### src/gate_scan_pkg.sv
// package: shared constants and carrier types for the gate scan pulse logic
package gate_scan_pkg;

  // synchroniser depth for pin inputs
  localparam int SYNC_STAGES = 3;

  // drive levels at reset
  localparam logic RST_PHASE  = 1'b0;   // first driven level of the true output
  localparam logic RST_ACTIVE = 1'b0;   // outputs start in charge-sharing state

  // filtered pin levels from the timing controller
  typedef struct packed {
    logic frame_sync_in;   // start of frame, high active
    logic vert_clock_in;   // vertical clock
    logic pulse_en;        // gate pulse enable
    logic enable_mask_in;  // rc-filtered copy of enable
  } scan_in_t;

  // one high-voltage output: value plus enable
  typedef struct packed {
    logic level;  // 1 = high rail, 0 = low rail
    logic oe;     // 1 = driven, 0 = high impedance
  } hv_pin_t;

endpackage

### src/gate_scan_pulse_logic.sv
// module: scan driver logic turning timing-controller pins into gate and start pulses
`timescale 1ns/100ps
module gate_scan_pulse_logic
  import gate_scan_pkg::*;
(
  input  wire logic clk_sys_i,             // system clock, 100 MHz
  input  wire logic rst_n_i,               // async reset, active low
  input  wire logic frame_sync_in_i,       // frame sync pin
  input  wire logic vert_clock_in_i,       // vertical clock pin
  input  wire logic pulse_en_i,            // gate pulse enable pin
  input  wire logic enable_mask_in_i,      // rc-filtered enable pin
  output logic      gate_pulse_out_o,      // true gate pulse level
  output logic      gate_pulse_out_oe_o,   // true gate pulse driven
  output logic      gate_pulse_out_inv_o,  // inverse gate pulse level
  output logic      gate_pulse_out_inv_oe_o, // inverse gate pulse driven
  output logic      share_node_true_o,     // true output tied to share node
  output logic      share_node_inv_o,      // inverse output tied to share node
  output logic      start_pulse_out_o,     // start pulse level
  output logic      start_pulse_out_oe_o   // start pulse driven
);

  // three-stage synchronisers; a change counts once stages 1 and 2 agree
  // limitation: a pin level shorter than two edges is never seen
  logic [SYNC_STAGES-1:0] sync_reg [4];
  logic [3:0]             pin_raw;
  scan_in_t               filt_reg;
  scan_in_t               filt_prev_reg;

  assign pin_raw = {frame_sync_in_i, vert_clock_in_i, pulse_en_i, enable_mask_in_i};

  genvar gi;
  generate
    for (gi = 0; gi < 4; gi++) begin : g_sync
      // shift chain per pin; stage 0 feeds only stage 1
      always_ff @(posedge clk_sys_i or negedge rst_n_i) begin
        if (!rst_n_i) begin
          sync_reg[gi] <= '0;
        end else begin
          sync_reg[gi] <= {sync_reg[gi][SYNC_STAGES-2:0], pin_raw[gi]};
        end
      end
    end
  endgenerate

  // accept a new level only when the last two stages agree
  always_ff @(posedge clk_sys_i or negedge rst_n_i) begin
    if (!rst_n_i) begin
      filt_reg <= '0;
    end else begin
      if (sync_reg[3][2] == sync_reg[3][1]) begin
        filt_reg.frame_sync_in <= sync_reg[3][2];
      end
      if (sync_reg[2][2] == sync_reg[2][1]) begin
        filt_reg.vert_clock_in <= sync_reg[2][2];
      end
      if (sync_reg[1][2] == sync_reg[1][1]) begin
        filt_reg.pulse_en <= sync_reg[1][2];
      end
      if (sync_reg[0][2] == sync_reg[0][1]) begin
        filt_reg.enable_mask_in <= sync_reg[0][2];
      end
    end
  end

  // previous filtered levels for edge detection
  always_ff @(posedge clk_sys_i or negedge rst_n_i) begin
    if (!rst_n_i) begin
      filt_prev_reg <= '0;
    end else begin
      filt_prev_reg <= filt_reg;
    end
  end

  logic clk_fall;
  logic en_rise;
  logic mask_reg;
  logic en_eff;

  assign clk_fall = filt_prev_reg.vert_clock_in & ~filt_reg.vert_clock_in;

  // mask latch: once the filtered enable crosses threshold, hold off the
  // enable until both enable and mask are low again
  always_ff @(posedge clk_sys_i or negedge rst_n_i) begin
    if (!rst_n_i) begin
      mask_reg <= 1'b0;
    end else if (filt_reg.enable_mask_in) begin
      mask_reg <= 1'b1;
    end else if (!filt_reg.pulse_en) begin
      mask_reg <= 1'b0;
    end
  end

  assign en_eff  = filt_reg.pulse_en & ~mask_reg & ~filt_reg.enable_mask_in;
  assign en_rise = en_eff & ~(filt_prev_reg.pulse_en & ~mask_reg);

  // phase of the gate pulse: flips on each falling vertical clock edge after the first enable rise
  logic phase_reg;
  logic started_reg;

  always_ff @(posedge clk_sys_i or negedge rst_n_i) begin
    if (!rst_n_i) begin
      phase_reg <= RST_PHASE;
    end else if (clk_fall && started_reg) begin
      phase_reg <= ~phase_reg;
    end
  end

  // drive state: off until the first enable rise, then follows the pins
  logic active_reg;
  logic hiz_cond;

  // hi-z when clock low and enable low, or clock low and mask high
  assign hiz_cond = ~filt_reg.vert_clock_in &
                    (~filt_reg.pulse_en | filt_reg.enable_mask_in);

  always_ff @(posedge clk_sys_i or negedge rst_n_i) begin
    if (!rst_n_i) begin
      started_reg <= 1'b0;
    end else if (en_rise) begin
      started_reg <= 1'b1;
    end
  end

  // fall and enable rise on one edge: the fall wins so the new level never
  // lands on driven outputs; the rise is kept and re-drives a cycle later
  logic redrive_reg;

  always_ff @(posedge clk_sys_i or negedge rst_n_i) begin
    if (!rst_n_i) begin
      redrive_reg <= 1'b0;
    end else begin
      redrive_reg <= en_rise & clk_fall;
    end
  end

  // a clock fall always drops to sharing first; enable rise re-drives
  always_ff @(posedge clk_sys_i or negedge rst_n_i) begin
    if (!rst_n_i) begin
      active_reg <= RST_ACTIVE;
    end else if (clk_fall) begin
      active_reg <= 1'b0;
    end else if (en_rise) begin
      active_reg <= 1'b1;
    end else if (hiz_cond || !started_reg) begin
      active_reg <= 1'b0;
    end else if (redrive_reg || filt_reg.vert_clock_in) begin
      active_reg <= 1'b1;
    end
  end

  hv_pin_t gate_reg;
  hv_pin_t start_reg;

  // registered gate output; inverse derived from same flops
  always_ff @(posedge clk_sys_i or negedge rst_n_i) begin
    if (!rst_n_i) begin
      gate_reg <= '0;
    end else begin
      gate_reg.level <= phase_reg;
      gate_reg.oe    <= active_reg;
    end
  end

  // start pulse: low / high / hi-z from frame sync, clock and enable
  always_ff @(posedge clk_sys_i or negedge rst_n_i) begin
    if (!rst_n_i) begin
      start_reg <= '{level: 1'b0, oe: 1'b1};
    end else if (!filt_reg.frame_sync_in) begin
      start_reg <= '{level: 1'b0, oe: 1'b1};
    end else if (!filt_reg.vert_clock_in && !filt_reg.pulse_en) begin
      start_reg <= '{level: 1'b1, oe: 1'b1};
    end else begin
      start_reg <= '{level: 1'b0, oe: 1'b0};
    end
  end

  assign gate_pulse_out_o        = gate_reg.level & gate_reg.oe;
  assign gate_pulse_out_oe_o     = gate_reg.oe;
  assign gate_pulse_out_inv_o    = ~gate_reg.level & gate_reg.oe;
  assign gate_pulse_out_inv_oe_o = gate_reg.oe;
  assign share_node_true_o       = ~gate_reg.oe;
  assign share_node_inv_o        = ~gate_reg.oe;
  assign start_pulse_out_o       = start_reg.level;
  assign start_pulse_out_oe_o    = start_reg.oe;

  // checks
  property p_inv_mirror;
    @(posedge clk_sys_i) disable iff (!rst_n_i)
      gate_pulse_out_oe_o |-> (gate_pulse_out_inv_o == !gate_pulse_out_o);
  endproperty
  a_inv_mirror: assert property (p_inv_mirror) else $error("inverse mismatch");

  property p_share_true;
    @(posedge clk_sys_i) disable iff (!rst_n_i)
      share_node_true_o == !gate_pulse_out_oe_o;
  endproperty
  a_share_true: assert property (p_share_true) else $error("share true wrong");

  property p_share_inv;
    @(posedge clk_sys_i) disable iff (!rst_n_i)
      share_node_inv_o == !gate_pulse_out_inv_oe_o;
  endproperty
  a_share_inv: assert property (p_share_inv) else $error("share inv wrong");

  property p_start_low;
    @(posedge clk_sys_i) disable iff (!rst_n_i)
      !filt_reg.frame_sync_in |=> (start_pulse_out_oe_o && !start_pulse_out_o);
  endproperty
  a_start_low: assert property (p_start_low) else $error("start not low");

  property p_start_high;
    @(posedge clk_sys_i) disable iff (!rst_n_i)
      (filt_reg.frame_sync_in && !filt_reg.vert_clock_in && !filt_reg.pulse_en)
        |=> (start_pulse_out_oe_o && start_pulse_out_o);
  endproperty
  a_start_high: assert property (p_start_high) else $error("start not high");

  property p_start_hiz;
    @(posedge clk_sys_i) disable iff (!rst_n_i)
      (filt_reg.frame_sync_in && (filt_reg.vert_clock_in || filt_reg.pulse_en))
        |=> !start_pulse_out_oe_o;
  endproperty
  a_start_hiz: assert property (p_start_hiz) else $error("start not hi-z");

  property p_fall_shares;
    @(posedge clk_sys_i) disable iff (!rst_n_i)
      (clk_fall && !en_rise) |=> ##1 !gate_pulse_out_oe_o;
  endproperty
  a_fall_shares: assert property (p_fall_shares) else $error("no share on fall");

  property p_flip;
    @(posedge clk_sys_i) disable iff (!rst_n_i)
      (clk_fall && started_reg) |=> (phase_reg != $past(phase_reg));
  endproperty
  a_flip: assert property (p_flip) else $error("phase did not flip");

  property p_en_rise_drive;
    @(posedge clk_sys_i) disable iff (!rst_n_i)
      (en_rise && !clk_fall) |=> ##1 gate_pulse_out_oe_o;
  endproperty
  a_en_rise_drive: assert property (p_en_rise_drive) else $error("no drive on enable");

  property p_idle_off;
    @(posedge clk_sys_i) disable iff (!rst_n_i)
      (!started_reg && !en_rise) |=> ##1 !gate_pulse_out_oe_o;
  endproperty
  a_idle_off: assert property (p_idle_off) else $error("driven before start");

  property p_mask_block;
    @(posedge clk_sys_i) disable iff (!rst_n_i)
      mask_reg |-> !en_eff;
  endproperty
  a_mask_block: assert property (p_mask_block) else $error("mask ignored");

  property p_hiz_cond;
    @(posedge clk_sys_i) disable iff (!rst_n_i)
      (hiz_cond && !en_rise) |=> ##1 !gate_pulse_out_oe_o;
  endproperty
  a_hiz_cond: assert property (p_hiz_cond) else $error("not hi-z when idle");

  // fall and enable rise together: share one cycle, then drive
  property p_fall_redrive;
    @(posedge clk_sys_i) disable iff (!rst_n_i)
      (en_rise && clk_fall) |=> ##1 !gate_pulse_out_oe_o ##1 gate_pulse_out_oe_o;
  endproperty
  a_fall_redrive: assert property (p_fall_redrive) else $error("late re-drive");

  // a level change always passes through sharing first
  property p_level_hold;
    @(posedge clk_sys_i) disable iff (!rst_n_i)
      (gate_pulse_out_oe_o && $past(gate_pulse_out_oe_o)) |-> $stable(gate_pulse_out_o);
  endproperty
  a_level_hold: assert property (p_level_hold) else $error("moved while driven");

  // an enable rise under the latched mask, with the clock low, leaves the outputs sharing
  property p_mask_ignore;
    @(posedge clk_sys_i) disable iff (!rst_n_i)
      (mask_reg && $rose(filt_reg.pulse_en) && !filt_reg.vert_clock_in)
        |=> ##1 !gate_pulse_out_oe_o;
  endproperty
  a_mask_ignore: assert property (p_mask_ignore) else $error("enable not masked");

  // main scenarios reached

  c_en_rise: cover property (@(posedge clk_sys_i) disable iff (!rst_n_i) en_rise);
  c_flip: cover property (@(posedge clk_sys_i) disable iff (!rst_n_i) clk_fall && started_reg);
  c_start_high: cover property (@(posedge clk_sys_i) disable iff (!rst_n_i)
                                start_pulse_out_oe_o && start_pulse_out_o);
  c_masked: cover property (@(posedge clk_sys_i) disable iff (!rst_n_i) mask_reg);
  c_redrive: cover property (@(posedge clk_sys_i) disable iff (!rst_n_i) redrive_reg);

endmodule

### config.mk
export PLATFORM = sky130hd
export DESIGN_NAME = gate_scan_pulse_logic
export DESIGN_NICKNAME = d
export VERILOG_FILES = /design/src/gate_scan_pkg.sv /design/src/gate_scan_pulse_logic.sv
export SDC_FILE = /design/constraint.sdc
export NUM_CORES = 1
export LEC_CHECK = 0
export ABC_AREA = 0
export BUFFER_PORTS_ARGS = -buffer_cell sky130_fd_sc_hd__clkbuf_2
export CELL_PAD_IN_SITES_DETAIL_PLACEMENT = 1
export CELL_PAD_IN_SITES_GLOBAL_PLACEMENT = 1
export CORE_MARGIN = 2
export CORE_UTILIZATION = 40
export DETAILED_ROUTE_END_ITERATION = 6
export GPL_ROUTABILITY_DRIVEN = 0
export PLACE_DENSITY = 0.73
export SYNTH_ARGS = -nofsm -noshare
export SYNTH_HDL_FRONTEND = slang
export SYNTH_SLANG_ARGS = --single-unit
### constraint.sdc
create_clock -name clk_sys_i -period 3.61 [get_ports clk_sys_i]
set_clock_uncertainty 0.2 [all_clocks]
set_input_delay 0.722 -clock clk_sys_i [delete_from_list [all_inputs] [get_ports clk_sys_i]]
set_output_delay 0.722 -clock clk_sys_i [all_outputs]
set_load 0.005 [all_outputs]
==> results_tabular.tex, run 1 <==
\begin{tabular}{lr}
\hline
Metric & Value \\
\hline
\multicolumn{2}{l}{\textbf{CTS}} \\
\quad Hold\_buf cts & 0 \\
\quad Number of sinks handled by clock tree synthesis & 27 \\
\quad Reg clk slew, reported paths & 0.12 ns \\
\quad Post-CTS setup-driven buffer insertion count & 0 \\
\quad Clock latency on the worst-skew pair & 0.31 ns \\
\quad Number of buffers added by the clock tree synthesis step & 3 \\
\quad Library cell used as clock root buffer & sky130\_fd\_sc\_hd\_\_clkbuf\_4 \\
\quad CTS tree & yes \\
\quad Number of gates given a new drive strength after cts & 0 \\
\quad Number of levels the H-tree was split into & 1 \\
\quad Deepest clock path buffer count & 2 \\
\multicolumn{2}{l}{\textbf{Status}} \\
\quad Run status & complete, no violations \\
\multicolumn{2}{l}{\textbf{Critical path}} \\
\quad Required time worst endpoint & 2.69 ns \\
\quad Endpoint kind of the worst setup timing path & output port \\
\quad Worst Setup Start Kind & flop \\
\quad Arrival time at the worst endpoint & around 1.0 ns \\
\quad Worst stage delay on the critical path & 0.40 ns \\
\quad Max stage delay cell, worst path & sky130\_fd\_sc\_hd\_\_dfrtp\_1 \\
\quad Classification of the worst setup path & reg2out \\
\quad CP Cell Sequence & inv\_1, nor2\_1, clkbuf\_2 \\
\quad Maximum net fanout on the critical path & 4 \\
\multicolumn{2}{l}{\textbf{Placement}} \\
\quad Placement-stage worst setup slack & roughly 2 ns \\
\quad Number of input and output port buffers inserted & 13 \\
\multicolumn{2}{l}{\textbf{Global route}} \\
\quad Total routing usage reported by global routing & 0.1061 \\
\quad Maximum number of pins on one net before global-route repair & 28 \\
\quad Number of global-route vias before repair & $\sim$440 \\
\quad Total global routing overflow & 0 \\
\quad Initial antenna violation count & 0 \\
\quad First-pass GRT wire length & 1883 um \\
\multicolumn{2}{l}{\textbf{Floorplan}} \\
\quad Area of the core region & 0.001982 mm\^{}2 \\
\quad Row count & 16 \\
\quad Initial Util & 0.4299 \\
\quad Area of the die & 0.002516 mm\^{}2 \\
\quad Number of top-level pins & 14 \\
\quad Vert. Die Dim & 50.16 um \\
\quad Horizontal die dimension & about 50 um \\
\multicolumn{2}{l}{\textbf{Synth}} \\
\quad Top post-synthesis cells by area & sky130\_fd\_sc\_hd\_\_dfrtp\_1, sky130\_fd\_sc\_hd\_\_maj3\_1, sky130\_fd\_sc\_hd\_\_dfstp\_2 \\
\quad FF+latch count, synth & 27 \\
\quad Fraction of the yosys area taken by sequential cells & 0.7944 \\
\quad Area fraction of the dominant cell type after synthesis & 0.7636 \\
\quad Most area-hungry cell type in the Yosys netlist & sky130\_fd\_sc\_hd\_\_dfrtp\_1 \\
\quad Mean area per synthesized cell & 17.04 um\^{}2 \\
\quad Gate Count Post-Synth & 50 \\
\quad Yosys warnings & 0 \\
\quad Number of distinct library cells after synthesis & 17 \\
\quad Nets in the synthesized netlist & 56 \\
\quad Netlist area before placement & between 800 and 900 um\^{}2 \\
\multicolumn{2}{l}{\textbf{Route}} \\
\quad Wire length reported by the detailed router & 1030 um \\
\quad Residual DRC & 0 \\
\quad DRT iter0 DRCs & 2 \\
\quad Via-to-Cell Ratio & 4.663 \\
\quad Avg WL per Cell & 11.20 um \\
\quad Post-DRT Antenna Nets & 0 \\
\quad Routed via count & 429 \\
\quad Length of the first detailed-routing pass in iterations & 2 \\
\multicolumn{2}{l}{\textbf{STA}} \\
\quad Setup TNS & 0 ns \\
\quad Number of slew-limit violations in the final report & 0 \\
\quad Highest Clock Rate & 517.6 MHz \\
\quad Worst slew margin relative to its limit & 0.5784 \\
\quad Final setup margin & about 1.7 ns \\
\quad Final min period & between 1.5 and 2 ns \\
\quad Transition at the pin with the smallest max-transition slack & 0.6324 ns \\
\quad RSZ-0062 raised after global routing & false \\
\quad Final worst-path cycle share & 0.5352 \\
\quad Final setup fails & 0 \\
\quad Number of endpoints with negative hold slack in the final report & 0 \\
\multicolumn{2}{l}{\textbf{Min path}} \\
\quad Hold Crit Class & reg2reg \\
\multicolumn{2}{l}{\textbf{Finish}} \\
\quad Flip-flop count of the largest register, all copies and words added & 12 \\
\quad \# fillers & 203 \\
\quad Antenna cell count & 0 \\
\quad Area growth, synth to finish & 12.92\% \\
\quad Final net count & 72 \\
\quad Share of final-layout standard cells stronger than drive strength 1 & 0.3385 \\
\multicolumn{2}{l}{\textbf{Run}} \\
\quad Maximum capacitance violations & 0 \\
\multicolumn{2}{l}{\textbf{Pwr}} \\
\quad Maximum vdd drop & around 0.00026 V \\
\quad Leakage & about 0.44 nW \\
\quad Power Dens Cells & 565.9 mW/mm\^{}2 \\
\hline
\end{tabular}
==> area by class of cell <==
cell class	instances	area (um^2)	share of cell area
Sequential cell	27	676.9	0.7035
Multi-Input combinational cell	19	152.6	0.1586
Timing Repair Buffer	13	65.06	0.06762
Tap cell	27	33.78	0.03511
Clock buffer	4	26.28	0.02731
Inverter	2	7.507	0.007802
==> cell families (layout without fill, tap and decap cells) <==
logic type | Yosys count | in the layout | share of synthesized area
simple gates | 10 | 10 | 0.08518
flops | 27 | 27 | 0.7944
xor+xnor | 1 | 1 | 0.01028
buf+inv | 4 | 19 | 0.02643
compound gates | 4 | 4 | 0.03671
fa+ha+maj | 4 | 4 | 0.04699
==> metal layers <==
layer  global-route usage  routed length, um  vias to the layer above
met3              0.02679                 59                        4
met2               0.1623                533                       14
met4              0.09722                 26                        0
met1               0.1212                411                      215
met5                    0                  0                        -
li1                     -                  -                      196
==> cells in the mapped netlist, drive strengths merged <==
master,count
dfrtp,26
maj3,4
nand2,3
a21oi,2
and2,2
buf,2
inv,2
dfstp,1
nor2,1
nor2b,1
nor3b,1
nor4b,1
o2111ai,1
o21ai,1
or2,1
xnor2,1
==> worst max-delay path, delay by kind of cell (launching register included) <==
kind          cells  cell delay (ns)
flops             1             0.40
simple gates      1             0.11
buf+inv           2             0.20
==> path summary, 6_finish.rpt <==
check	cells past startpoint	endpoint	slack, ns	startpoint
worst min register to register	0	sync_reg[4]	0.17	sync_reg[3]
worst max-delay path	3	gate_pulse_out_inv_o	1.68	gate_pulse_out_inv_oe_o
min in group asynchronous	1	sync_reg[3]	0.20	rst_n_i
max in group asynchronous	1	filt_reg[0]	2.60	rst_n_i
worst min-delay path	0	sync_reg[4]	0.17	sync_reg[3]
worst max register to register	3	active_reg	2.36	filt_reg[1]
==> metrics by stage <==
stage | area, um^2 | cells | power, mW | utilization | hold WS (ns)
global placement | 935.9 | 88 | 0.4297 | 0.4722 | 0.1321
finish | 962.2 | 92 | 0.5445 | 0.4855 | 0.1659
CTS | 962.2 | 92 | 0.5595 | 0.4855 | 0.1706
detailed placement | 935.9 | 88 | 0.4349 | 0.4722 | 0.1397
global route | 962.2 | 92 | 0.5824 | 0.4855 | 0.1833
floorplan | 852.1 | 50 | 0.4052 | - | 0.1312
==> cells in the final DEF, fill, tap and decap left out, types with 2 or more instances in the layout <==
cell type,count
sky130_fd_sc_hd__dfrtp_1,26
sky130_fd_sc_hd__inv_1,2
sky130_fd_sc_hd__a21oi_2,2
sky130_fd_sc_hd__clkbuf_4,3
sky130_fd_sc_hd__nand2_1,3
sky130_fd_sc_hd__maj3_1,4
sky130_fd_sc_hd__clkbuf_2,13
==> report_power, final <==
part,switching [mW],internal [mW],total [mW],leakage [nW]
clock,0.0758,0.0432,0.119,0.0150
sequential,0.0246,0.340,0.364,0.317
combinational,0.0277,0.0335,0.0612,0.108
total,0.128,0.416,0.544,0.440
(Power assumes the default switching activity.)
==> run 2, diff against run 1 <==
--- a/config.mk
+++ b/config.mk
@@ -5,7 +5,7 @@
 export SDC_FILE = /design/constraint.sdc
 export NUM_CORES = 1
 export LEC_CHECK = 0
-export ABC_AREA = 0
+export ABC_AREA = 1
 export BUFFER_PORTS_ARGS = -buffer_cell sky130_fd_sc_hd__clkbuf_2
 export CELL_PAD_IN_SITES_DETAIL_PLACEMENT = 1
 export CELL_PAD_IN_SITES_GLOBAL_PLACEMENT = 1
@@ -13,7 +13,7 @@
 export CORE_UTILIZATION = 40
 export DETAILED_ROUTE_END_ITERATION = 6
 export GPL_ROUTABILITY_DRIVEN = 0
-export PLACE_DENSITY = 0.73
+export PLACE_DENSITY = 0.74
 export SYNTH_ARGS = -nofsm -noshare
 export SYNTH_HDL_FRONTEND = slang
 export SYNTH_SLANG_ARGS = --single-unit
==> constraint.sdc (replaced) <==
create_clock -name clk_sys_i -period 2 [get_ports clk_sys_i]
set_clock_uncertainty 0.2 [all_clocks]
set_input_delay 0.4 -clock clk_sys_i [delete_from_list [all_inputs] [get_ports clk_sys_i]]
set_output_delay 0.4 -clock clk_sys_i [all_outputs]
set_load 0.005 [all_outputs]
==> results_tabular.tex, run 2 <==
\begin{tabular}{lr}
\hline
Metric & Value \\
\hline
\multicolumn{2}{l}{\textbf{Route}} \\
\quad DRT iter0 DRCs & 1 \\
\quad Post-DRT Antenna Nets & 0 \\
\quad Length of the first detailed-routing pass in iterations & 3 \\
\quad Residual DRC & 0 \\
\quad Routed via count & 472 \\
\quad Via-to-Cell Ratio & 4.411 \\
\quad Avg WL per Cell & slightly above 10 um \\
\quad Wire length reported by the detailed router & 1088 um \\
\multicolumn{2}{l}{\textbf{Synth}} \\
\quad Yosys warnings & 0 \\
\quad Top post-synthesis cells by area & sky130\_fd\_sc\_hd\_\_dfrtp\_1, sky130\_fd\_sc\_hd\_\_maj3\_1, sky130\_fd\_sc\_hd\_\_nor2\_1 \\
\quad Most area-hungry cell type in the Yosys netlist & sky130\_fd\_sc\_hd\_\_dfrtp\_1 \\
\quad Gate Count Post-Synth & 60 \\
\quad Mean area per synthesized cell & 14.18 um\^{}2 \\
\quad Fraction of registers with async set/reset & 1.000 \\
\quad Nets in the synthesized netlist & 66 \\
\quad EDFF count, synth & 0 \\
\quad Cell types with the highest counts after synthesis & sky130\_fd\_sc\_hd\_\_dfrtp\_1, sky130\_fd\_sc\_hd\_\_nor2\_1, sky130\_fd\_sc\_hd\_\_nand2\_1 \\
\quad Netlist area before placement & 850.8 um\^{}2 \\
\quad Number of distinct library cells after synthesis & 13 \\
\quad Most instantiated library cell after synthesis & sky130\_fd\_sc\_hd\_\_dfrtp\_1 \\
\quad Area fraction of the dominant cell type after synthesis & 0.7647 \\
\quad FF+latch count, synth & 27 \\
\quad Predominant post-synthesis flop cell & sky130\_fd\_sc\_hd\_\_dfrtp\_1 \\
\quad Fraction of the yosys area taken by sequential cells & 0.7956 \\
\multicolumn{2}{l}{\textbf{STA}} \\
\quad Final min period & $\sim$1.6 ns \\
\quad Final setup fails & 0 \\
\quad Final worst-path cycle share & 0.8060 \\
\quad Transition at the pin with the smallest max-transition slack & about 0.6 ns \\
\quad Number of slew-limit violations in the final report & 0 \\
\quad Highest Clock Rate & 620.3 MHz \\
\quad Worst slew margin relative to its limit & 0.5882 \\
\quad Number of endpoints with negative hold slack in the final report & 0 \\
\quad RSZ-0062 raised after global routing & false \\
\quad Worst Hold Margin & 0.1722 ns \\
\quad Setup TNS & 0 ns \\
\multicolumn{2}{l}{\textbf{Critical path}} \\
\quad Classification of the worst setup path & reg2out \\
\quad Required time worst endpoint & about 1.4 ns \\
\quad Endpoint kind of the worst setup timing path & output port \\
\quad Arrival time at the worst endpoint & $\sim$1.0 ns \\
\quad Worst Setup Start Kind & flop \\
\quad Maximum net fanout on the critical path & 4 \\
\multicolumn{2}{l}{\textbf{Floorplan}} \\
\quad Horizontal die dimension & 50.12 um \\
\quad Initial Util & 0.4293 \\
\quad Vert. Die Dim & 50.12 um \\
\quad Row count & 16 \\
\quad Number of top-level pins & 14 \\
\quad Area of the die & between 0.002 and 0.003 mm\^{}2 \\
\quad Area of the core region & 0.001982 mm\^{}2 \\
\multicolumn{2}{l}{\textbf{Run}} \\
\quad Maximum capacitance violations & 0 \\
\multicolumn{2}{l}{\textbf{Global route}} \\
\quad Number of global-route vias before repair & 481 \\
\quad Maximum number of pins on one net before global-route repair & 28 \\
\quad First-pass GRT wire length & a little over 2000 um \\
\quad Total routing usage reported by global routing & 0.1183 \\
\quad Total global routing overflow & 0 \\
\quad Initial antenna violation count & 0 \\
\multicolumn{2}{l}{\textbf{Finish}} \\
\quad Most common cell after layout, fill and taps aside & sky130\_fd\_sc\_hd\_\_dfrtp\_1 \\
\quad Area growth, synth to finish & 19.26\% \\
\quad Antenna cell count & 0 \\
\quad Layout Cells excl Fill & 107 \\
\quad Commonest cells after routing, fill and taps aside & sky130\_fd\_sc\_hd\_\_dfrtp\_1, sky130\_fd\_sc\_hd\_\_clkbuf\_2, sky130\_fd\_sc\_hd\_\_nor2\_1 \\
\quad Share of final-layout standard cells stronger than drive strength 1 & 0.2750 \\
\quad Final net count & 87 \\
\quad Flip-flop count of the largest register, all copies and words added & 12 \\
\multicolumn{2}{l}{\textbf{CTS}} \\
\quad Clock latency on the worst-skew pair & 0.33 ns \\
\quad Reg clk slew, reported paths & 0.15 ns \\
\quad Deepest clock path buffer count & 2 \\
\quad Number of sinks handled by clock tree synthesis & 27 \\
\quad CTS tree & yes \\
\quad Number of buffers added by the clock tree synthesis step & 3 \\
\quad Number of levels the H-tree was split into & 1 \\
\quad Number of gates given a new drive strength after cts & 0 \\
\quad Library cell used as clock root buffer & sky130\_fd\_sc\_hd\_\_clkbuf\_4 \\
\multicolumn{2}{l}{\textbf{Placement}} \\
\quad Number of input and output port buffers inserted & 13 \\
\quad Placed Cells & 98 \\
\quad HPWL Detailed & approximately 750 um \\
\multicolumn{2}{l}{\textbf{Status}} \\
\quad Run status & complete, no violations \\
\multicolumn{2}{l}{\textbf{Pwr}} \\
\quad Switching Power & 260.2 uW \\
\quad Switching share of power & 0.2581 \\
\quad Leakage & 0.5000 nW \\
\quad Power after layout & 1.008 mW \\
\quad Clock power share & 0.237 \\
\quad Proportion of power drawn by combinational gates & 0.117 \\
\quad Internal Dissipation & 747.8 uW \\
\quad Power Dens Cells & 993.4 mW/mm\^{}2 \\
\quad Part of the total power dissipated in sequential elements & 0.646 \\
\quad Maximum vdd drop & 0.0005305 V \\
\multicolumn{2}{l}{\textbf{Min path}} \\
\quad Hold Crit Class & reg2reg \\
\hline
\end{tabular}
-- run 2: cell types whose count changed after synthesis, moves of 2 or more --
cell / before / now
sky130_fd_sc_hd__nor2_1: 1 / 8
sky130_fd_sc_hd__nand2_1: 3 / 7
sky130_fd_sc_hd__inv_1: 2 / 5
sky130_fd_sc_hd__a21oi_2: 2 / 0
sky130_fd_sc_hd__nand2_2: 0 / 2
-- run 2: what timing repair did --
item,in CTS,in global routing
buffers inserted,0,0
hold endpoints to repair,30,0
hold buffers,5,0
-- run 2: final cells by class --
class	count	area, um^2
Clock buffer	3	22.52
Tap cell	27	33.78
Clock inverter	1	7.507
Sequential cell	27	676.9
Timing Repair Buffer	18	115.1
Multi-Input combinational cell	25	136.4
Inverter	6	22.52
Fill cell	220	967.2
-- run 2: kinds of logic (layout without fill, tap and decap cells) --
family,after synthesis,after routing,synth area share
AOI/OAI and AO/OA,1,1,0.005877
xor gates and xnor gates,1,1,0.01030
adders and majority gates,4,4,0.04706
buffers and inverters,8,28,0.04411
DFF,27,27,0.7956
and+or+nand+nor,19,19,0.09707
-- run 2: stage by stage --
| step | utilization | cell area [um^2] | setup slack [ns] |
|---|---|---|---|
| after floorplan | - | 850.8 | 0.7974 |
| after global placement | 0.4716 | 934.6 | 0.7971 |
| after detailed placement | 0.4716 | 934.6 | 0.7491 |
| after CTS | 0.5120 | 1015 | 0.3589 |
| after global routing | 0.5120 | 1015 | 0.2857 |
| final | 0.5120 | 1015 | 0.3880 |
-- run 2: power by group through the flow --
stage | logic [mW] | clock network, mW | registers [mW]
after floorplan | 0.0704 | 0 | 0.654
after global placement | 0.109 | 0 | 0.659
after detailed placement | 0.114 | 0 | 0.664
after CTS | 0.122 | 0.250 | 0.653
after global routing | 0.138 | 0.272 | 0.665
final | 0.118 | 0.239 | 0.651
-- run 2: worst paths after layout --
path,startpoint,to,slack [ns],cells past startpoint
worst max-delay path,gate_pulse_out_inv_oe_o,gate_pulse_out_inv_o,0.39,3
worst max register to register,filt_reg[1],active_reg,0.80,6
max in group asynchronous,rst_n_i,started_reg,0.80,2
worst min register to register,sync_reg[0],sync_reg[1],0.17,0
worst min-delay path,sync_reg[0],sync_reg[1],0.17,0
min in group asynchronous,rst_n_i,sync_reg[0],0.38,2
-- run 2: metal layers --
layer	vias up	wire length, um	global-route usage
met5	-	0	0
met4	0	30	0.09722
met2	14	499	0.1798
met3	4	59	0.03636
met1	235	498	0.1356
li1	219	-	-
-- run 2: worst max-delay path, cell delays in order, from the launching register on --
cell and delay, ns:
sky130_fd_sc_hd__dfrtp_1 0.41, sky130_fd_sc_hd__inv_1 0.08, sky130_fd_sc_hd__nor2_1 0.09, sky130_fd_sc_hd__clkbuf_2 0.12
==> run 3, diff against run 2 <==
--- a/config.mk
+++ b/config.mk
@@ -10,7 +10,7 @@
 export CELL_PAD_IN_SITES_DETAIL_PLACEMENT = 1
 export CELL_PAD_IN_SITES_GLOBAL_PLACEMENT = 1
 export CORE_MARGIN = 2
-export CORE_UTILIZATION = 40
+export CORE_UTILIZATION = 38
 export DETAILED_ROUTE_END_ITERATION = 6
 export GPL_ROUTABILITY_DRIVEN = 0
 export PLACE_DENSITY = 0.74
==> constraint.sdc (replaced) <==
create_clock -name clk_sys_i -period 1.3 [get_ports clk_sys_i]
set_clock_uncertainty 0.2 [all_clocks]
set_input_delay 0.26 -clock clk_sys_i [delete_from_list [all_inputs] [get_ports clk_sys_i]]
set_output_delay 0.26 -clock clk_sys_i [all_outputs]
set_load 0.005 [all_outputs]
==> results_tabular.tex, run 3 (synthesized netlist as in run 2, its figures left out) <==
\begin{tabular}{lr}
\hline
Metric & Value \\
\hline
\multicolumn{2}{l}{\textbf{Floorplan}} \\
\quad Area of the core region & 0.002170 mm\^{}2 \\
\quad Row count & 17 \\
\quad Initial Util & 0.3922 \\
\quad Vert. Die Dim & 51.32 um \\
\quad Horizontal die dimension & 51.32 um \\
\quad Number of top-level pins & 14 \\
\quad Area of the die & 0.002633 mm\^{}2 \\
\multicolumn{2}{l}{\textbf{Route}} \\
\quad Via-to-Cell Ratio & 4.349 \\
\quad Routed via count & 474 \\
\quad Wire length reported by the detailed router & between 1000 and 1500 um \\
\quad Residual DRC & 0 \\
\quad Avg WL per Cell & 11.31 um \\
\quad Post-DRT Antenna Nets & 0 \\
\quad Length of the first detailed-routing pass in iterations & 1 \\
\quad DRT iter0 DRCs & 0 \\
\multicolumn{2}{l}{\textbf{CTS}} \\
\quad Deepest clock path buffer count & 2 \\
\quad Number of sinks handled by clock tree synthesis & 27 \\
\quad Reg clk slew, reported paths & 0.14 ns \\
\quad Number of levels the H-tree was split into & 1 \\
\quad Post-CTS setup-driven buffer insertion count & 0 \\
\quad Number of buffers added by the clock tree synthesis step & 3 \\
\quad CTS tree & yes \\
\quad Clock latency on the worst-skew pair & 0.31 ns \\
\quad Library cell used as clock root buffer & sky130\_fd\_sc\_hd\_\_clkbuf\_4 \\
\multicolumn{2}{l}{\textbf{Critical path}} \\
\quad CP Cell Sequence & inv\_2, nor2\_2, buf\_2 \\
\quad Max stage delay cell, worst path & sky130\_fd\_sc\_hd\_\_dfrtp\_1 \\
\quad Arrival time at the worst endpoint & $\sim$0.98 ns \\
\quad Worst Setup Start Kind & flop \\
\quad Classification of the worst setup path & reg2out \\
\quad Required time worst endpoint & 0.84 ns \\
\quad Setup slack on the worst flop-to-flop path & 0.13 ns \\
\quad Maximum net fanout on the critical path & 4 \\
\quad Endpoint kind of the worst setup timing path & output port \\
\quad Worst stage delay on the critical path & 0.42 ns \\
\multicolumn{2}{l}{\textbf{Finish}} \\
\quad Antenna cell count & 0 \\
\quad Area growth, synth to finish & 21.91\% \\
\quad Post-Route Utilization & 0.4781 \\
\quad Flip-flop count of the largest register, all copies and words added & 12 \\
\quad Most common cell after layout, fill and taps aside & sky130\_fd\_sc\_hd\_\_dfrtp\_1 \\
\quad Final net count & 88 \\
\quad Commonest cells after routing, fill and taps aside & sky130\_fd\_sc\_hd\_\_dfrtp\_1, sky130\_fd\_sc\_hd\_\_clkbuf\_2, sky130\_fd\_sc\_hd\_\_nand2\_1, sky130\_fd\_sc\_hd\_\_nor2\_1, sky130\_fd\_sc\_hd\_\_dlygate4sd3\_1 \\
\quad Share of final-layout standard cells stronger than drive strength 1 & 0.3210 \\
\multicolumn{2}{l}{\textbf{STA}} \\
\quad Final setup margin & -0.1443 ns \\
\quad Final setup fails & 7 \\
\quad Number of slew-limit violations in the final report & 0 \\
\quad Final min period & roughly 1.4 ns \\
\quad Number of endpoints with negative hold slack in the final report & 0 \\
\quad Highest Clock Rate & 692.4 MHz \\
\quad RSZ-0062 raised after global routing & true \\
\quad Final worst-path cycle share & 1.111 \\
\quad Transition at the pin with the smallest max-transition slack & 0.3394 ns \\
\quad Worst slew margin relative to its limit & 0.7737 \\
\multicolumn{2}{l}{\textbf{Placement}} \\
\quad Number of input and output port buffers inserted & 13 \\
\quad HPWL Detailed & 869.7 um \\
\quad Placement-stage worst setup slack & 0.1446 ns \\
\multicolumn{2}{l}{\textbf{Pwr}} \\
\quad Leakage & $\sim$0.51 nW \\
\quad Maximum vdd drop & 0.0009007 V \\
\quad Power Dens Cells & 1492 mW/mm\^{}2 \\
\multicolumn{2}{l}{\textbf{Global route}} \\
\quad Number of global-route vias before repair & roughly 510 \\
\quad Maximum number of pins on one net before global-route repair & 17 \\
\quad Total routing usage reported by global routing & 0.1196 \\
\quad Initial antenna violation count & 0 \\
\quad First-pass GRT wire length & 2263 um \\
\quad Total global routing overflow & 0 \\
\multicolumn{2}{l}{\textbf{Status}} \\
\quad Run status & finished, violations left \\
\quad Violated checks & setup timing \\
\multicolumn{2}{l}{\textbf{Run}} \\
\quad Maximum capacitance violations & 0 \\
\multicolumn{2}{l}{\textbf{Min path}} \\
\quad Hold Crit Class & in2async \\
\hline
\end{tabular}
run 3: path summary, 6_finish.rpt:
path | start | to | cells after the start
worst max-delay path | gate_pulse_out_inv_oe_o | gate_pulse_out_inv_o | 3
min in group clk_sys_i | sync_reg[6] | sync_reg[7] | 0
worst max register to register | filt_reg[2] | phase_reg | 4
max in group asynchronous | rst_n_i | sync_reg[4] | 3
worst min-delay path | rst_n_i | sync_reg[7] | 2
worst min register to register | sync_reg[6] | sync_reg[7] | 0
run 3: final cells by class:
type / instances / area [um^2]
Clock buffer: 3 / 22.52
Inverter: 6 / 22.52
Clock inverter: 1 / 5.005
Timing Repair Buffer: 19 / 135.1
Fill cell: 241 / 1132
Tap cell: 28 / 35.03
Sequential cell: 27 / 678.2
Multi-Input combinational cell: 25 / 138.9
run 3: power by group:
group	internal, mW	switching [mW]
Combinational	0.0979	0.0971
Clock	0.115	0.229
Sequential	0.944	0.0648
Total	1.16	0.391
run 3: per-layer routing:
layer | vias to the layer above | track usage | routed length [um]
met2 | 10 | 0.1991 | 670
li1 | 220 | - | -
met1 | 242 | 0.1440 | 502
met4 | 0 | 0.05263 | 8
met3 | 2 | 0.03509 | 52
met5 | - | 0 | 0
run 3: metrics by stage:
stage	hold WS, ns	power, mW	setup TNS [ns]	cell area (um^2)	instances
after global placement	-0.03480	1.191	0	955.9	100
after global routing	0.1466	1.652	-1.126	1037	109
after detailed placement	-0.02628	1.205	0	955.9	100
final	0.1565	1.547	-0.6289	1037	109
after CTS	0.1528	1.570	-0.7728	1033	109
after floorplan	-0.2356	1.115	0	850.8	60
run 3: worst max-delay path: cells and delay by family (launching register included):
family	cells	cell delay, ns
flip-flops	1	0.42
AND/OR/NAND/NOR	1	0.09
buffers and inverters	2	0.17
run 3: repair_timing:
| action | in CTS | in global routing |
|---|---|---|
| hold endpoints to repair | 31 | 0 |
| resized for setup | 1 | 4 |
| endpoints found under the setup margin | 7 | 9 |
| pin swaps | 0 | 1 |
| hold buffers | 5 | 0 |
